## config.mk

```make
export PLATFORM = sky130hd
export DESIGN_NAME = ppt_port
export DESIGN_NICKNAME = d
export VERILOG_FILES = /design/src/rtl/ppt_port.v /design/src/rtl/ppt_in_sync.v
export VERILOG_INCLUDE_DIRS = /design/src /design/src/include
export SDC_FILE = /design/constraint.sdc
export NUM_CORES = 1
export LEC_CHECK = 0
export ABC_AREA = 0
export BUFFER_PORTS_ARGS = -buffer_cell sky130_fd_sc_hd__buf_2
export CAP_MARGIN = 40
export CORE_UTILIZATION = 40
export CTS_CLUSTER_SIZE = 8
export DETAILED_ROUTE_END_ITERATION = 8
export PLACE_DENSITY = 0.72
export SKIP_CTS_REPAIR_TIMING = 1
export SYNTH_ARGS = -nofsm -noshare
export SYNTH_HDL_FRONTEND = slang
export SYNTH_SLANG_ARGS = --single-unit
```

## constraint.sdc

```tcl
create_clock -name mclk -period 3.3 [get_ports mclk]
set_clock_uncertainty 0.2 [all_clocks]
set_input_delay 0.165 -clock mclk [delete_from_list [all_inputs] [get_ports mclk]]
set_output_delay 0.165 -clock mclk [all_outputs]
set_load 0.1 [all_outputs]
```

## src/include/ppt_map.vh

```
`ifndef PPT_MAP_VH
`define PPT_MAP_VH

// Port geometry
`define PPT_IO_WIDTH 8
`define PPT_BUS_WIDTH 32
`define PPT_ADDR_WIDTH 3

// Word offsets of the register map
`define PPT_OFS_PIN_DATA 3'h0
`define PPT_OFS_BIT_DIRECTION 3'h1
`define PPT_OFS_INT_ENABLE_MASK 3'h2
`define PPT_OFS_EDGE_CAPTURE 3'h3
`define PPT_OFS_OUTPUT_BIT_SET 3'h4
`define PPT_OFS_OUTPUT_BIT_CLEAR 3'h5

// Reset values
`define PPT_RST_BIT_DIRECTION 8'h00
`define PPT_RST_OUTPUT_VALUE 8'h00
`define PPT_RST_INT_ENABLE_MASK 8'h00
`define PPT_RST_EDGE_CAPTURE 8'h00
`define PPT_RST_READ_DATA 32'h00000000

// Fill for the unimplemented upper bits of every register
`define PPT_UPPER_ZERO 24'h000000

// Read answer timing: read data follows the read strobe by this many cycles
`define PPT_READ_LATENCY_CYC 1

`endif

```

## src/rtl/ppt_port.v

```verilog
// Functional notes
// - Eight I/O bits, each with own direction, output, capture and enable.
// - Direction at offset 1, read/write; 0 input, 1 output.
// - Offset 0 read gives synced pin for inputs, stored value for outputs.
// - Offset 0 write loads stored output; input and output paths are separate.
// - Offset 4 write sets stored output bits written with one.
// - Offset 5 write clears stored output bits written with one.
// - Set and clear locations store nothing and are write-only.
// - Rising or falling input edge sets its capture bit until software clears.
// - Offset 3 read returns capture bits without changing them.
// - Offset 3 write clears capture bits written with one.
// - Interrupt enable at offset 2, read/write; one lets capture bit interrupt.
// - Each register is one 32-bit word; only low eight bits exist.
// - Input-configured bits release their output driver.
`timescale 1ns/100ps
`default_nettype none
`include "ppt_map.vh"

module ppt_port (
  input wire mclk,
  input wire rst,
  input wire [`PPT_ADDR_WIDTH-1:0] bus_address,
  input wire bus_chipselect,
  input wire bus_read,
  input wire bus_write,
  input wire [`PPT_BUS_WIDTH-1:0] bus_writedata,
  output reg [`PPT_BUS_WIDTH-1:0] bus_readdata,
  output reg bus_readdatavalid,
  input wire [`PPT_IO_WIDTH-1:0] pin_in,
  output reg [`PPT_IO_WIDTH-1:0] pin_out,
  output reg [`PPT_IO_WIDTH-1:0] pin_oe,
  output reg irq
);

localparam [1:0] ST_IDLE = 2'b01;
localparam [1:0] ST_ANSWER = 2'b10;

// Register state
reg [`PPT_IO_WIDTH-1:0] direction_q;
reg [`PPT_IO_WIDTH-1:0] direction_d;
reg [`PPT_IO_WIDTH-1:0] out_value_q;
reg [`PPT_IO_WIDTH-1:0] out_value_d;
reg [`PPT_IO_WIDTH-1:0] int_mask_q;
reg [`PPT_IO_WIDTH-1:0] int_mask_d;
reg [`PPT_IO_WIDTH-1:0] capture_q;
reg [`PPT_IO_WIDTH-1:0] capture_d;
reg irq_d;
reg [1:0] state_q;
reg [1:0] state_d;
reg [`PPT_BUS_WIDTH-1:0] read_word_d;

// Bus decode
wire write_strobe;
wire read_strobe;
wire hit_data;
wire hit_direction;
wire hit_mask;
wire hit_capture;
wire hit_set;
wire hit_clear;
wire [`PPT_IO_WIDTH-1:0] write_byte;

// Input side
wire [`PPT_IO_WIDTH-1:0] pin_level;
wire [`PPT_IO_WIDTH-1:0] pin_edge;
wire [`PPT_IO_WIDTH-1:0] data_view;

////////////////////////////////////////////////////////////////////////////////
// Input synchroniser and edge detector
ppt_in_sync #(
  .WIDTH(`PPT_IO_WIDTH)
) u_in_sync (
  .mclk(mclk),
  .rst(rst),
  .pin_async(pin_in),
  .level_q(pin_level),
  .edge_q(pin_edge)
);

////////////////////////////////////////////////////////////////////////////////
// Address decode; host access is through these strobes only
assign write_strobe = bus_chipselect & bus_write;
assign read_strobe = bus_chipselect & bus_read & ~bus_write;
assign hit_data = (bus_address == `PPT_OFS_PIN_DATA);
assign hit_direction = (bus_address == `PPT_OFS_BIT_DIRECTION);
assign hit_mask = (bus_address == `PPT_OFS_INT_ENABLE_MASK);
assign hit_capture = (bus_address == `PPT_OFS_EDGE_CAPTURE);
assign hit_set = (bus_address == `PPT_OFS_OUTPUT_BIT_SET);
assign hit_clear = (bus_address == `PPT_OFS_OUTPUT_BIT_CLEAR);

// Only the low byte is implemented; upper write bits are dropped
assign write_byte = bus_writedata[`PPT_IO_WIDTH-1:0];

////////////////////////////////////////////////////////////////////////////////
// Direction register
always @*
begin
  direction_d = direction_q;
  if (write_strobe && hit_direction)
  begin
    direction_d = write_byte;
  end
end

always @(posedge mclk)
begin
  if (rst)
  begin
    direction_q <= `PPT_RST_BIT_DIRECTION;
  end
  else
  begin
    direction_q <= direction_d;
  end
end

////////////////////////////////////////////////////////////////////////////////
// Stored output value: whole write, bit set, bit clear
// Set and clear hold nothing of their own, they only steer this register
always @*
begin
  out_value_d = out_value_q;
  if (write_strobe)
  begin
    if (hit_data)
    begin
      out_value_d = write_byte;
    end
    else if (hit_set)
    begin
      out_value_d = out_value_q | write_byte;
    end
    else if (hit_clear)
    begin
      out_value_d = out_value_q & ~write_byte;
    end
  end
end

always @(posedge mclk)
begin
  if (rst)
  begin
    out_value_q <= `PPT_RST_OUTPUT_VALUE;
  end
  else
  begin
    out_value_q <= out_value_d;
  end
end

////////////////////////////////////////////////////////////////////////////////
// Interrupt enable mask
always @*
begin
  int_mask_d = int_mask_q;
  if (write_strobe && hit_mask)
  begin
    int_mask_d = write_byte;
  end
end

always @(posedge mclk)
begin
  if (rst)
  begin
    int_mask_q <= `PPT_RST_INT_ENABLE_MASK;
  end
  else
  begin
    int_mask_q <= int_mask_d;
  end
end

////////////////////////////////////////////////////////////////////////////////
// Edge capture; a new edge wins over a same-cycle clear so none is lost
// Edges count on every bit, outputs too, since the pin may be overdriven
always @*
begin
  capture_d = capture_q;
  if (write_strobe && hit_capture)
  begin
    capture_d = capture_q & ~write_byte;
  end
  capture_d = capture_d | pin_edge;
end

always @(posedge mclk)
begin
  if (rst)
  begin
    capture_q <= `PPT_RST_EDGE_CAPTURE;
  end
  else
  begin
    capture_q <= capture_d;
  end
end

////////////////////////////////////////////////////////////////////////////////
// Interrupt request, built from next-state values so it tracks capture
always @*
begin
  irq_d = |(capture_d & int_mask_d);
end

always @(posedge mclk)
begin
  if (rst)
  begin
    irq <= 1'b0;
  end
  else
  begin
    irq <= irq_d;
  end
end

////////////////////////////////////////////////////////////////////////////////
// Pin drivers registered from the next-state values, so they equal the registers
always @(posedge mclk)
begin
  if (rst)
  begin
    pin_out <= `PPT_RST_OUTPUT_VALUE;
    pin_oe <= `PPT_RST_BIT_DIRECTION;
  end
  else
  begin
    pin_out <= out_value_d;
    pin_oe <= direction_d;
  end
end

////////////////////////////////////////////////////////////////////////////////
// Read view of the data location, chosen per bit by direction
genvar gi;
generate
  for (gi = 0; gi < `PPT_IO_WIDTH; gi = gi + 1)
  begin : g_view
    assign data_view[gi] = direction_q[gi] ? out_value_q[gi] : pin_level[gi];
  end
endgenerate

// Read mux; write-only and unmapped locations answer zero
always @*
begin
  read_word_d = `PPT_RST_READ_DATA;
  case (bus_address)
    `PPT_OFS_PIN_DATA:
    begin
      read_word_d = {`PPT_UPPER_ZERO, data_view};
    end
    `PPT_OFS_BIT_DIRECTION:
    begin
      read_word_d = {`PPT_UPPER_ZERO, direction_q};
    end
    `PPT_OFS_INT_ENABLE_MASK:
    begin
      read_word_d = {`PPT_UPPER_ZERO, int_mask_q};
    end
    `PPT_OFS_EDGE_CAPTURE:
    begin
      read_word_d = {`PPT_UPPER_ZERO, capture_q};
    end
    `PPT_OFS_OUTPUT_BIT_SET:
    begin
      read_word_d = `PPT_RST_READ_DATA;
    end
    `PPT_OFS_OUTPUT_BIT_CLEAR:
    begin
      read_word_d = `PPT_RST_READ_DATA;
    end
    default:
    begin
      read_word_d = `PPT_RST_READ_DATA;
    end
  endcase
end

////////////////////////////////////////////////////////////////////////////////
// Read answer sequencer: one cycle from strobe to valid data
// Back-to-back reads are accepted; each gets its own answer cycle
always @*
begin
  state_d = state_q;
  case (state_q)
    ST_IDLE:
    begin
      if (read_strobe)
      begin
        state_d = ST_ANSWER;
      end
    end
    ST_ANSWER:
    begin
      if (read_strobe)
      begin
        state_d = ST_ANSWER;
      end
      else
      begin
        state_d = ST_IDLE;
      end
    end
    default:
    begin
      state_d = ST_IDLE;
    end
  endcase
end

always @(posedge mclk)
begin
  if (rst)
  begin
    state_q <= ST_IDLE;
    bus_readdata <= `PPT_RST_READ_DATA;
    bus_readdatavalid <= 1'b0;
  end
  else
  begin
    state_q <= state_d;
    bus_readdatavalid <= (state_d == ST_ANSWER);
    if (read_strobe)
    begin
      bus_readdata <= read_word_d;
    end
    else
    begin
      bus_readdata <= `PPT_RST_READ_DATA;
    end
  end
end

endmodule // ppt_port

`default_nettype wire

```

## src/rtl/ppt_in_sync.v

```verilog
`timescale 1ns/100ps
`default_nettype none

module ppt_in_sync #(
  parameter WIDTH = 8
) (
  input wire mclk,
  input wire rst,
  input wire [WIDTH-1:0] pin_async,
  output reg [WIDTH-1:0] level_q,
  output reg [WIDTH-1:0] edge_q
);

reg [WIDTH-1:0] stage1_q;
reg [WIDTH-1:0] stage2_q;
reg [WIDTH-1:0] stage3_q;
reg primed_q;
wire [WIDTH-1:0] agree;
wire [WIDTH-1:0] change;

////////////////////////////////////////////////////////////////////////////////
// First stage feeds only the second stage
// Stages keep sampling through reset so the pin level is flushed in
always @(posedge mclk)
begin
  stage1_q <= pin_async;
  stage2_q <= stage1_q;
  stage3_q <= stage2_q;
end

////////////////////////////////////////////////////////////////////////////////
// A change counts once the later two stages agree
assign agree = ~(stage2_q ^ stage3_q);
assign change = agree & (stage3_q ^ level_q);

// Level tracks the pins during reset, so release shows no false edge
always @(posedge mclk)
begin
  if (rst)
  begin
    level_q <= stage3_q;
    edge_q <= {WIDTH{1'b0}};
    primed_q <= 1'b0;
  end
  else
  begin
    level_q <= (level_q & ~agree) | (stage3_q & agree);
    edge_q <= primed_q ? change : {WIDTH{1'b0}};
    primed_q <= 1'b1;
  end
end

endmodule // ppt_in_sync

`default_nettype wire

```

* Word level (Yosys, flattened, before mapping)
Cells that the tools add are included.
** Storage, ports and cells
- Bits in registers :: 109
- Input bits :: 48
- Output and inout bits :: 50
- Logic and storage cells :: 70
** Operators by class
- Equality and inequality tests :: 8
- Multiplexer cells :: 19
- Bitwise logic cells :: 20
- Reductions and logical operators :: 9
** Operator list (number)
- $and A8 B8 Y8 :: 6
- $mux W8 :: 6
- $pmux W8 S4 :: 1
- $not A8 Y8 :: 3
- $or A8 B8 Y8 :: 3
- $xor A8 B8 Y8 :: 2
- $mux W1 :: 9
- $reduce_or A8 Y1 :: 1
- $eq A3 B2 Y1 const B :: 2
- $eq A3 B3 Y1 const B :: 2
- $eq A2 B2 Y1 const B :: 2
- $mux W2 :: 2
- $pmux W2 S2 :: 1
- $reduce_or A2 Y1 :: 2
- $and A1 B1 Y1 :: 3
- $eq A3 B1 Y1 const B :: 1
- $logic_and A1 B1 Y1 :: 3
- $logic_not A3 Y1 :: 1
- $not A1 Y1 :: 3
- $reduce_bool A3 Y1 :: 1
- $eq A2 B1 Y1 const B :: 1
- $reduce_and A2 Y1 :: 1

* Depth between registers and ports, before layout
Gate-level depths: netlist of run 1.
- Word-level depth :: 6
- Gate-level depth with buffers :: 8
- Gate-level depth less buffers :: 5

* By module
Synthesis of run 1 repeated with hierarchy kept, for this count alone.
** Second synthesis, totals
- Cell total of the unflattened synthesis :: 327
- Area total of the unflattened synthesis :: 3388.2 um^2
** By module, submodules not included
- ppt_port :: times used 1, cells an instance 234, area an instance 2100.8 um^2, sequential area each 880.8 um^2
- ppt_in_sync :: times used 1, cells an instance 93, area an instance 1287.5 um^2, sequential area each 900.9 um^2

* Least setup slack after synthesis of run 1
No wires, ideal clock.
- Kind :: register to register
- Start point :: reg pin_oe[7] (netlist name)
- End point :: reg bus_readdata[7]
- Setup time :: 125 ps
- Arrival :: 1589 ps
- Data required time :: 2975 ps
- Path slack :: 1387 ps
- Cell stages (with the launch flop) :: 4
- Path buffers :: 0
- Clock period less this slack :: 1913 ps
- Cell sequence :: dfxtp_1 mux2_2 a22oi_1 a21oi_1
** RTL lines
- to (signal assigned) :: line ppt_port.v:318 : bus_readdata <= `PPT_RST_READ_DATA;
- to (signal assigned) :: line ppt_port.v:327 : bus_readdata <= read_word_d;
- to (signal assigned) :: line ppt_port.v:331 : bus_readdata <= `PPT_RST_READ_DATA;
- to (decl) :: line ppt_port.v:27 : output reg [`PPT_BUS_WIDTH-1:0] bus_readdata,

* Worst setup path in the final report of run 1
- Start point :: in bus_address[1]
- End point :: reg irq
** Between the ends
- Cells in the longest elaborated chain, start to end :: 6
- Elaborated cells between the ends (all ways) :: 9
- Those cells by class :: 2 x eq/ne; 2 x mux; 2 x bitwise; 3 x reduce/logical
** Ends and longest elaborated chain
- from (decl) :: line ppt_port.v:22 : input wire [`PPT_ADDR_WIDTH-1:0] bus_address,
- $eq A3 B2 Y1
- $logic_and A1 B1 Y1 :: line ppt_port.v:181 : if (write_strobe && hit_capture)
- $mux W8 :: line ppt_port.v:181
- $or A8 B8 Y8 :: line ppt_port.v:185 : capture_d = capture_d | pin_edge;
- $and A8 B8 Y8 * :: line ppt_port.v:204 : irq_d = |(capture_d & int_mask_d);
- $reduce_or A8 Y1 * :: line ppt_port.v:204
- to (signal assigned) :: line ppt_port.v:215 : irq <= irq_d;
- to (decl) :: line ppt_port.v:32 : output reg irq
Every way passes the cells marked *; elsewhere a longest branch is shown, timed or not.
A chain may end at the register's enable or synchronous reset.

==> flow_metrics.env, run 1 <==
export IMPL_peakVddDrop_mv=0.239
export IMPL_async_flop_share_pct=0
export IMPL_critPathRequiredTime_ns=3.33
export IMPL_finalSetupTns_ns=0
export IMPL_synthCells=336
export IMPL_cts_tree="built"
export IMPL_maxSlewViolCount=0
export IMPL_synthDistinctLibCells=30
export IMPL_fmax_ghz=0.421
export IMPL_cts_root_buffer="clkbuf_8"
export IMPL_rsz0062_at_grt="false"
export IMPL_status="finished, violations left"
export IMPL_clk_latency_ns=0.35
export IMPL_diodes=0
export IMPL_rr_startpoint="int_mask_q[5]"
export IMPL_power_total_mw=2.27
export IMPL_via_per_inst=4.82
export IMPL_synth_flop_cell="dfxtp_1"
export IMPL_dr_pass1_iters=4
export IMPL_dp_hpwl_um=4500
export IMPL_arrival_ns=2.41
export IMPL_drcViolationCount=0
export IMPL_worstHoldStart="bus_write"
export IMPL_cts_buffer_depth=2
export IMPL_drive_gt1_share_pct=18.8
export IMPL_dieArea_mm2=0.00859
export IMPL_cap_violations=0
export IMPL_power_leakage_nw=1.71
export IMPL_critical_path_startpoint="bus_address[1]"
export IMPL_hold_worst_slack_ns=-0.0355
export IMPL_seq_area_mm2=0.00178
export IMPL_num_fill_cells=753
export IMPL_ctsHtreeMaxLevel=3
export IMPL_tightestPinTransition_ns=0.713
export IMPL_port_buffers=49
export IMPL_postRouteWirelength_um=6810
export IMPL_ys_seq_elements=85
export IMPL_synth_edff_count=8
export IMPL_drt_iter0_markers=122
export IMPL_grt_pass1_vias=2298
export IMPL_synth_cell_area_mm2=0.00329
export IMPL_grtUsageTotal_pct=17.0
export IMPL_violations="hold timing"
export IMPL_crit_path_end_kind="flip-flop"
export IMPL_grt_overflow_total=0
export IMPL_setup_viol_count_final=0
export IMPL_num_rows=32
export IMPL_hp_class="in -> reg"
export IMPL_dp_slack_ns=1.12
export IMPL_globalplace_congestion=0.793
export IMPL_worstSetupPathType="in -> reg"
export IMPL_synth_seq_area_share_pct=54.2
export IMPL_vias=2463
export IMPL_wl_per_cell_um=13.3
export IMPL_core_mm2=0.00785
export IMPL_die_width_um=92.7
export IMPL_fp_dieH_um=92.7
export IMPL_ys_warn_count=0
export IMPL_num_nets_final=454
export IMPL_period_minus_slack_ns=2.38
export IMPL_grt_pass1_wl_um=11200
export IMPL_area_growth_pct=20.0
export IMPL_antenna_found_initial=0
export IMPL_cts_sinks=85
export IMPL_initial_core_util_pct=41.9
export IMPL_power_density_mw_per_mm2=576
export IMPL_multi_input_area_mm2=0.00133
export IMPL_numCtsBuffers=9
export IMPL_path_max_fanout=14
export IMPL_final_hold_viol_count=2
export IMPL_finalCritPeriodShare_pct=72.0
export IMPL_synth_area_per_cell_um2=9.79
export IMPL_pin_count=98
export IMPL_ant_nets=0
export IMPL_timing_final_ws_setup_ns=0.925
export IMPL_grt_max_degree=43
export IMPL_path_clk_slew_ns=0.08
export IMPL_start_kind="primary input"
export IMPL_slew_headroom_pct=52.1
where the power goes:
group          switching, mW  internal [mW]  leakage, nW  total [mW]
logic                  0.237         0.0762        0.868       0.314
clock network          0.354          0.482        0.123       0.836
registers             0.0337           1.09        0.716        1.12
cells in the mapped netlist (8+ instances only):
cell / n / area share [%]
o21ai_0: 14 / 2.1
buf_4: 27 / 6.2
dfxtp_1: 77 / 47
nor2_1: 61 / 7.0
nand2_1: 21 / 2.4
o21a_1: 8 / 1.8
edfxtp_1: 8 / 7.3
a22oi_1: 20 / 4.6
mux2i_1: 18 / 5.5
xor2_1: 8 / 2.1
nand3_1: 8 / 1.2
a21oi_1: 24 / 3.7
cell families (layout without fill, tap and decap cells):
| family | after synthesis | in the layout | share of synthesized area, % |
|---|---|---|---|
| and+or+nand+nor | 102 | 102 | 13.4 |
| DFF | 85 | 85 | 54.2 |
| AOI/OAI and AO/OA | 74 | 74 | 14.0 |
| buffers and inverters | 40 | 90 | 7.95 |
| muxes | 24 | 24 | 7.53 |
| xor gates and xnor gates | 8 | 8 | 2.13 |
| adders and majority gates | 2 | 2 | 0.761 |
| other | 1 | 24 | 0.114 |
final cells by class:
class,instances,area share [%]
Sequential cell,85,45.2
Timing Repair Buffer,71,11.5
Multi-Input combinational cell,234,33.7
Inverter,3,0.285
Clock buffer,14,5.20
Tap cell,102,3.24
Clock inverter,2,0.888
metal layers:
layer  up-vias  track usage [%]  routed length [µm]
met2        87             27.7                3210
li1       1243                -                   -
met3        12             5.25                 469
met5         -                0                   0
met1      1121             21.0                3030
met4         0             6.79                 105
worst paths after layout:
check | slack [ns] | to | depth (start not counted)
setup / recovery | 0.92 | irq | 7
hold / removal | -0.04 | bus_readdatavalid | 4
setup reg to reg | 1.90 | irq | 3
hold reg to reg | 0.13 | u_in_sync.stage2_q[3] | 0
critical path, cell delays in order:
cell and delay [ns]:
dlygate4sd3_1 0.53, buf_2 0.21, and3b_1 0.56, nand3_1 0.14, a21oi_1 0.23, o22ai_1 0.12
o41a_1 0.45
stage by stage:
stage | util (%) | std cells | area (µm²) | hold WS, ns
final | 50.3 | 511 | 3950 | -0.0355
after global routing | 50.3 | 511 | 3950 | 0.00502
after CTS | 48.1 | 494 | 3770 | -0.303
after detailed placement | 45.0 | 478 | 3530 | 0.0686
after global placement | 45.0 | 478 | 3530 | 0.0677
after floorplan | - | 359 | 3370 | -0.00728
layout by cell type, fill, tap and decap left out, drive strengths merged, types with 3 or more instances in the layout:
cell | netlist | layout
xor2 | 8 | 8
clkbuf | 7 | 14
mux2i | 18 | 18
o21a | 8 | 8
nor3 | 3 | 3
o21ai | 14 | 14
buf | 30 | 54
conb | 1 | 24
inv | 3 | 3
nand2 | 22 | 22
mux2 | 6 | 6
a21oi | 24 | 24
a22oi | 20 | 20
nor2 | 61 | 61
dlygate4sd3 | 0 | 17
o22ai | 4 | 4
nand3 | 8 | 8
dfxtp | 77 | 77
edfxtp | 8 | 8
No activity file was read; power rests on OpenSTA's default activity.
==> run 2: changes to the inputs <==
Clock period 3.3 ns to 2.3 ns, I/O delays scaled along.
==> run 2 against run 1 <==
The flow now finishes without violations. Design area up 0.38%. Power grew 36%. Clock power is 22% higher. Core utilization increased by 0.19 points. Flip-flop and latch count stayed put. First-iteration DRC count is 40% higher. Die area is the same. Via count up 0.69%. Count of clock-buffer cells in the layout fell by 1. Critical path depth grew 1. Critical path type unchanged.
==> flow_metrics.env, run 2 (synthesized netlist as in run 1, its figures left out) <==
export IMPL_period_minus_slack_ns=2.02
export IMPL_postRouteWirelength_um=6790
export IMPL_layout_commonest_cell="dfxtp_1"
export IMPL_critPathRequiredTime_ns=2.35
export IMPL_crit_path_end_kind="flip-flop"
export IMPL_grt_max_degree=41
export IMPL_status="finished clean"
export IMPL_final_hold_viol_count=0
export IMPL_fp_dieH_um=92.7
export IMPL_finalCritPeriodShare_pct=87.9
export IMPL_grtUsageTotal_pct=16.7
export IMPL_p_int_mw=2.19
export IMPL_diodes=0
export IMPL_combinationalPowerShare_pct=14.8
export IMPL_drcViolationCount=0
export IMPL_num_rows=32
export IMPL_p_switching_mw=0.900
export IMPL_dp_hpwl_um=4610
export IMPL_finalSetupTns_ns=0
export IMPL_power_total_mw=3.08
export IMPL_slew_headroom_pct=60.4
export IMPL_dr_pass1_iters=4
export IMPL_area_growth_pct=20.4
export IMPL_hold_worst_slack_ns=0.0368
export IMPL_hp_class="in -> reg"
export IMPL_antenna_found_initial=0
export IMPL_via_per_inst=4.79
export IMPL_path_clk_slew_ns=0.08
export IMPL_num_nets_final=461
export IMPL_num_fill_cells=725
export IMPL_arrival_ns=2.07
export IMPL_vias=2480
export IMPL_seqPwrFrac_pct=52.2
export IMPL_ctsHtreeMaxLevel=3
export IMPL_pin_count=98
export IMPL_tightestPinTransition_ns=0.594
export IMPL_cts_buffer_depth=2
export IMPL_setup_viol_count_final=0
export IMPL_maxSlewViolCount=0
export IMPL_numCtsBuffers=9
export IMPL_power_leakage_nw=1.73
export IMPL_peakVddDrop_mv=0.281
export IMPL_cap_violations=0
export IMPL_rsz0062_at_grt="false"
export IMPL_drt_iter0_markers=171
export IMPL_cts_tree="built"
export IMPL_globalplace_congestion=0.778
export IMPL_clk_latency_ns=0.35
export IMPL_worstSetupPathType="in -> reg"
export IMPL_grt_pass1_wl_um=10800
export IMPL_power_density_mw_per_mm2=779
export IMPL_wl_per_cell_um=13.1
export IMPL_drive_gt1_share_pct=19.7
export IMPL_grt_pass1_vias=2291
export IMPL_dieArea_mm2=0.00859
export IMPL_die_width_um=92.7
export IMPL_core_mm2=0.00785
export IMPL_initial_core_util_pct=41.9
export IMPL_seq_area_mm2=0.00178
export IMPL_start_kind="primary input"
export IMPL_grt_overflow_total=0
export IMPL_switching_share_pct=29.2
export IMPL_path_max_fanout=14
export IMPL_final_cell_mix="dfxtp_1 (77), nor2_1 (61), buf_2 (49), a21oi_1 (24), conb_1 (24)"
export IMPL_cts_sinks=85
export IMPL_port_buffers=49
export IMPL_clkPwrFrac_pct=33.0
export IMPL_fmax_ghz=0.495
export IMPL_cts_root_buffer="clkbuf_8"
export IMPL_multi_input_area_mm2=0.00133
export IMPL_ant_nets=0
run 2: changes by cell type in the layout (fill, tap and decap cells not counted), sizes merged:
| cell | before | now |
|---|---|---|
| clkinv | 1 | 2 |
| bufinv | 1 | 0 |
| clkbuf | 14 | 13 |
| inv | 3 | 4 |
| dlygate4sd3 | 17 | 20 |
| buf | 54 | 58 |
run 2: per-layer routing:
| metal | GRT usage, % | up-vias | routed length, µm |
|---|---|---|---|
| met1 | 21.1 | 1130 | 3210 |
| met4 | 7.95 | 0 | 145 |
| met3 | 5.42 | 13 | 430 |
| li1 | - | 1254 | - |
| met5 | 0 | - | 0 |
| met2 | 25.8 | 83 | 3000 |
run 2: stage by stage:
stage | cells | utilization [%] | area, µm² | worst slack [ns]
floorplan | 359 | - | 3370 | 0.387
global placement | 482 | 45.4 | 3560 | 0.390
detailed placement | 482 | 45.4 | 3560 | 0.382
CTS | 498 | 47.9 | 3760 | 0.727
global route | 518 | 50.5 | 3960 | 0.131
finish | 518 | 50.5 | 3960 | 0.279
run 2: cell type report:
class                   instances  share of cell area [%]
clock buffers                  13                    4.52
multi-input cells             234                    33.6
flip-flops and latches         85                    45.0
well taps                     102                    3.22
repair buffers                 78                    13.0
inverters                       3                   0.284
clock inverters                 3                   0.411
run 2: power by group through the flow:
stage / sequential, mW / combinational, mW / clock (mW)
final: 1.61 / 0.458 / 1.02
after global routing: 1.62 / 0.491 / 1.11
after CTS: 1.61 / 0.430 / 1.04
after detailed placement: 1.65 / 0.429 / 0
after global placement: 1.64 / 0.421 / 0
after floorplan: 1.68 / 0.343 / 0
run 2: final timing paths:
path / end / startpoint / slack (ns) / cells after the start
setup / recovery: irq / bus_address[1] / 0.28 / 8
hold reg to reg: u_in_sync.stage2_q[0] / u_in_sync.stage1_q[0] / 0.13 / 0
hold / removal: state_q[0] / bus_read / 0.04 / 4
setup reg to reg: bus_readdata[1] / pin_oe[1] / 0.91 / 3
run 2: critical path, stage by stage:
cell	delay (ns)
dlygate4sd3_1	0.52
buf_2	0.19
and3b_1	0.17
buf_4	0.21
nand3_1	0.09
a21oi_1	0.22
o22ai_1	0.12
o41a_1	0.43
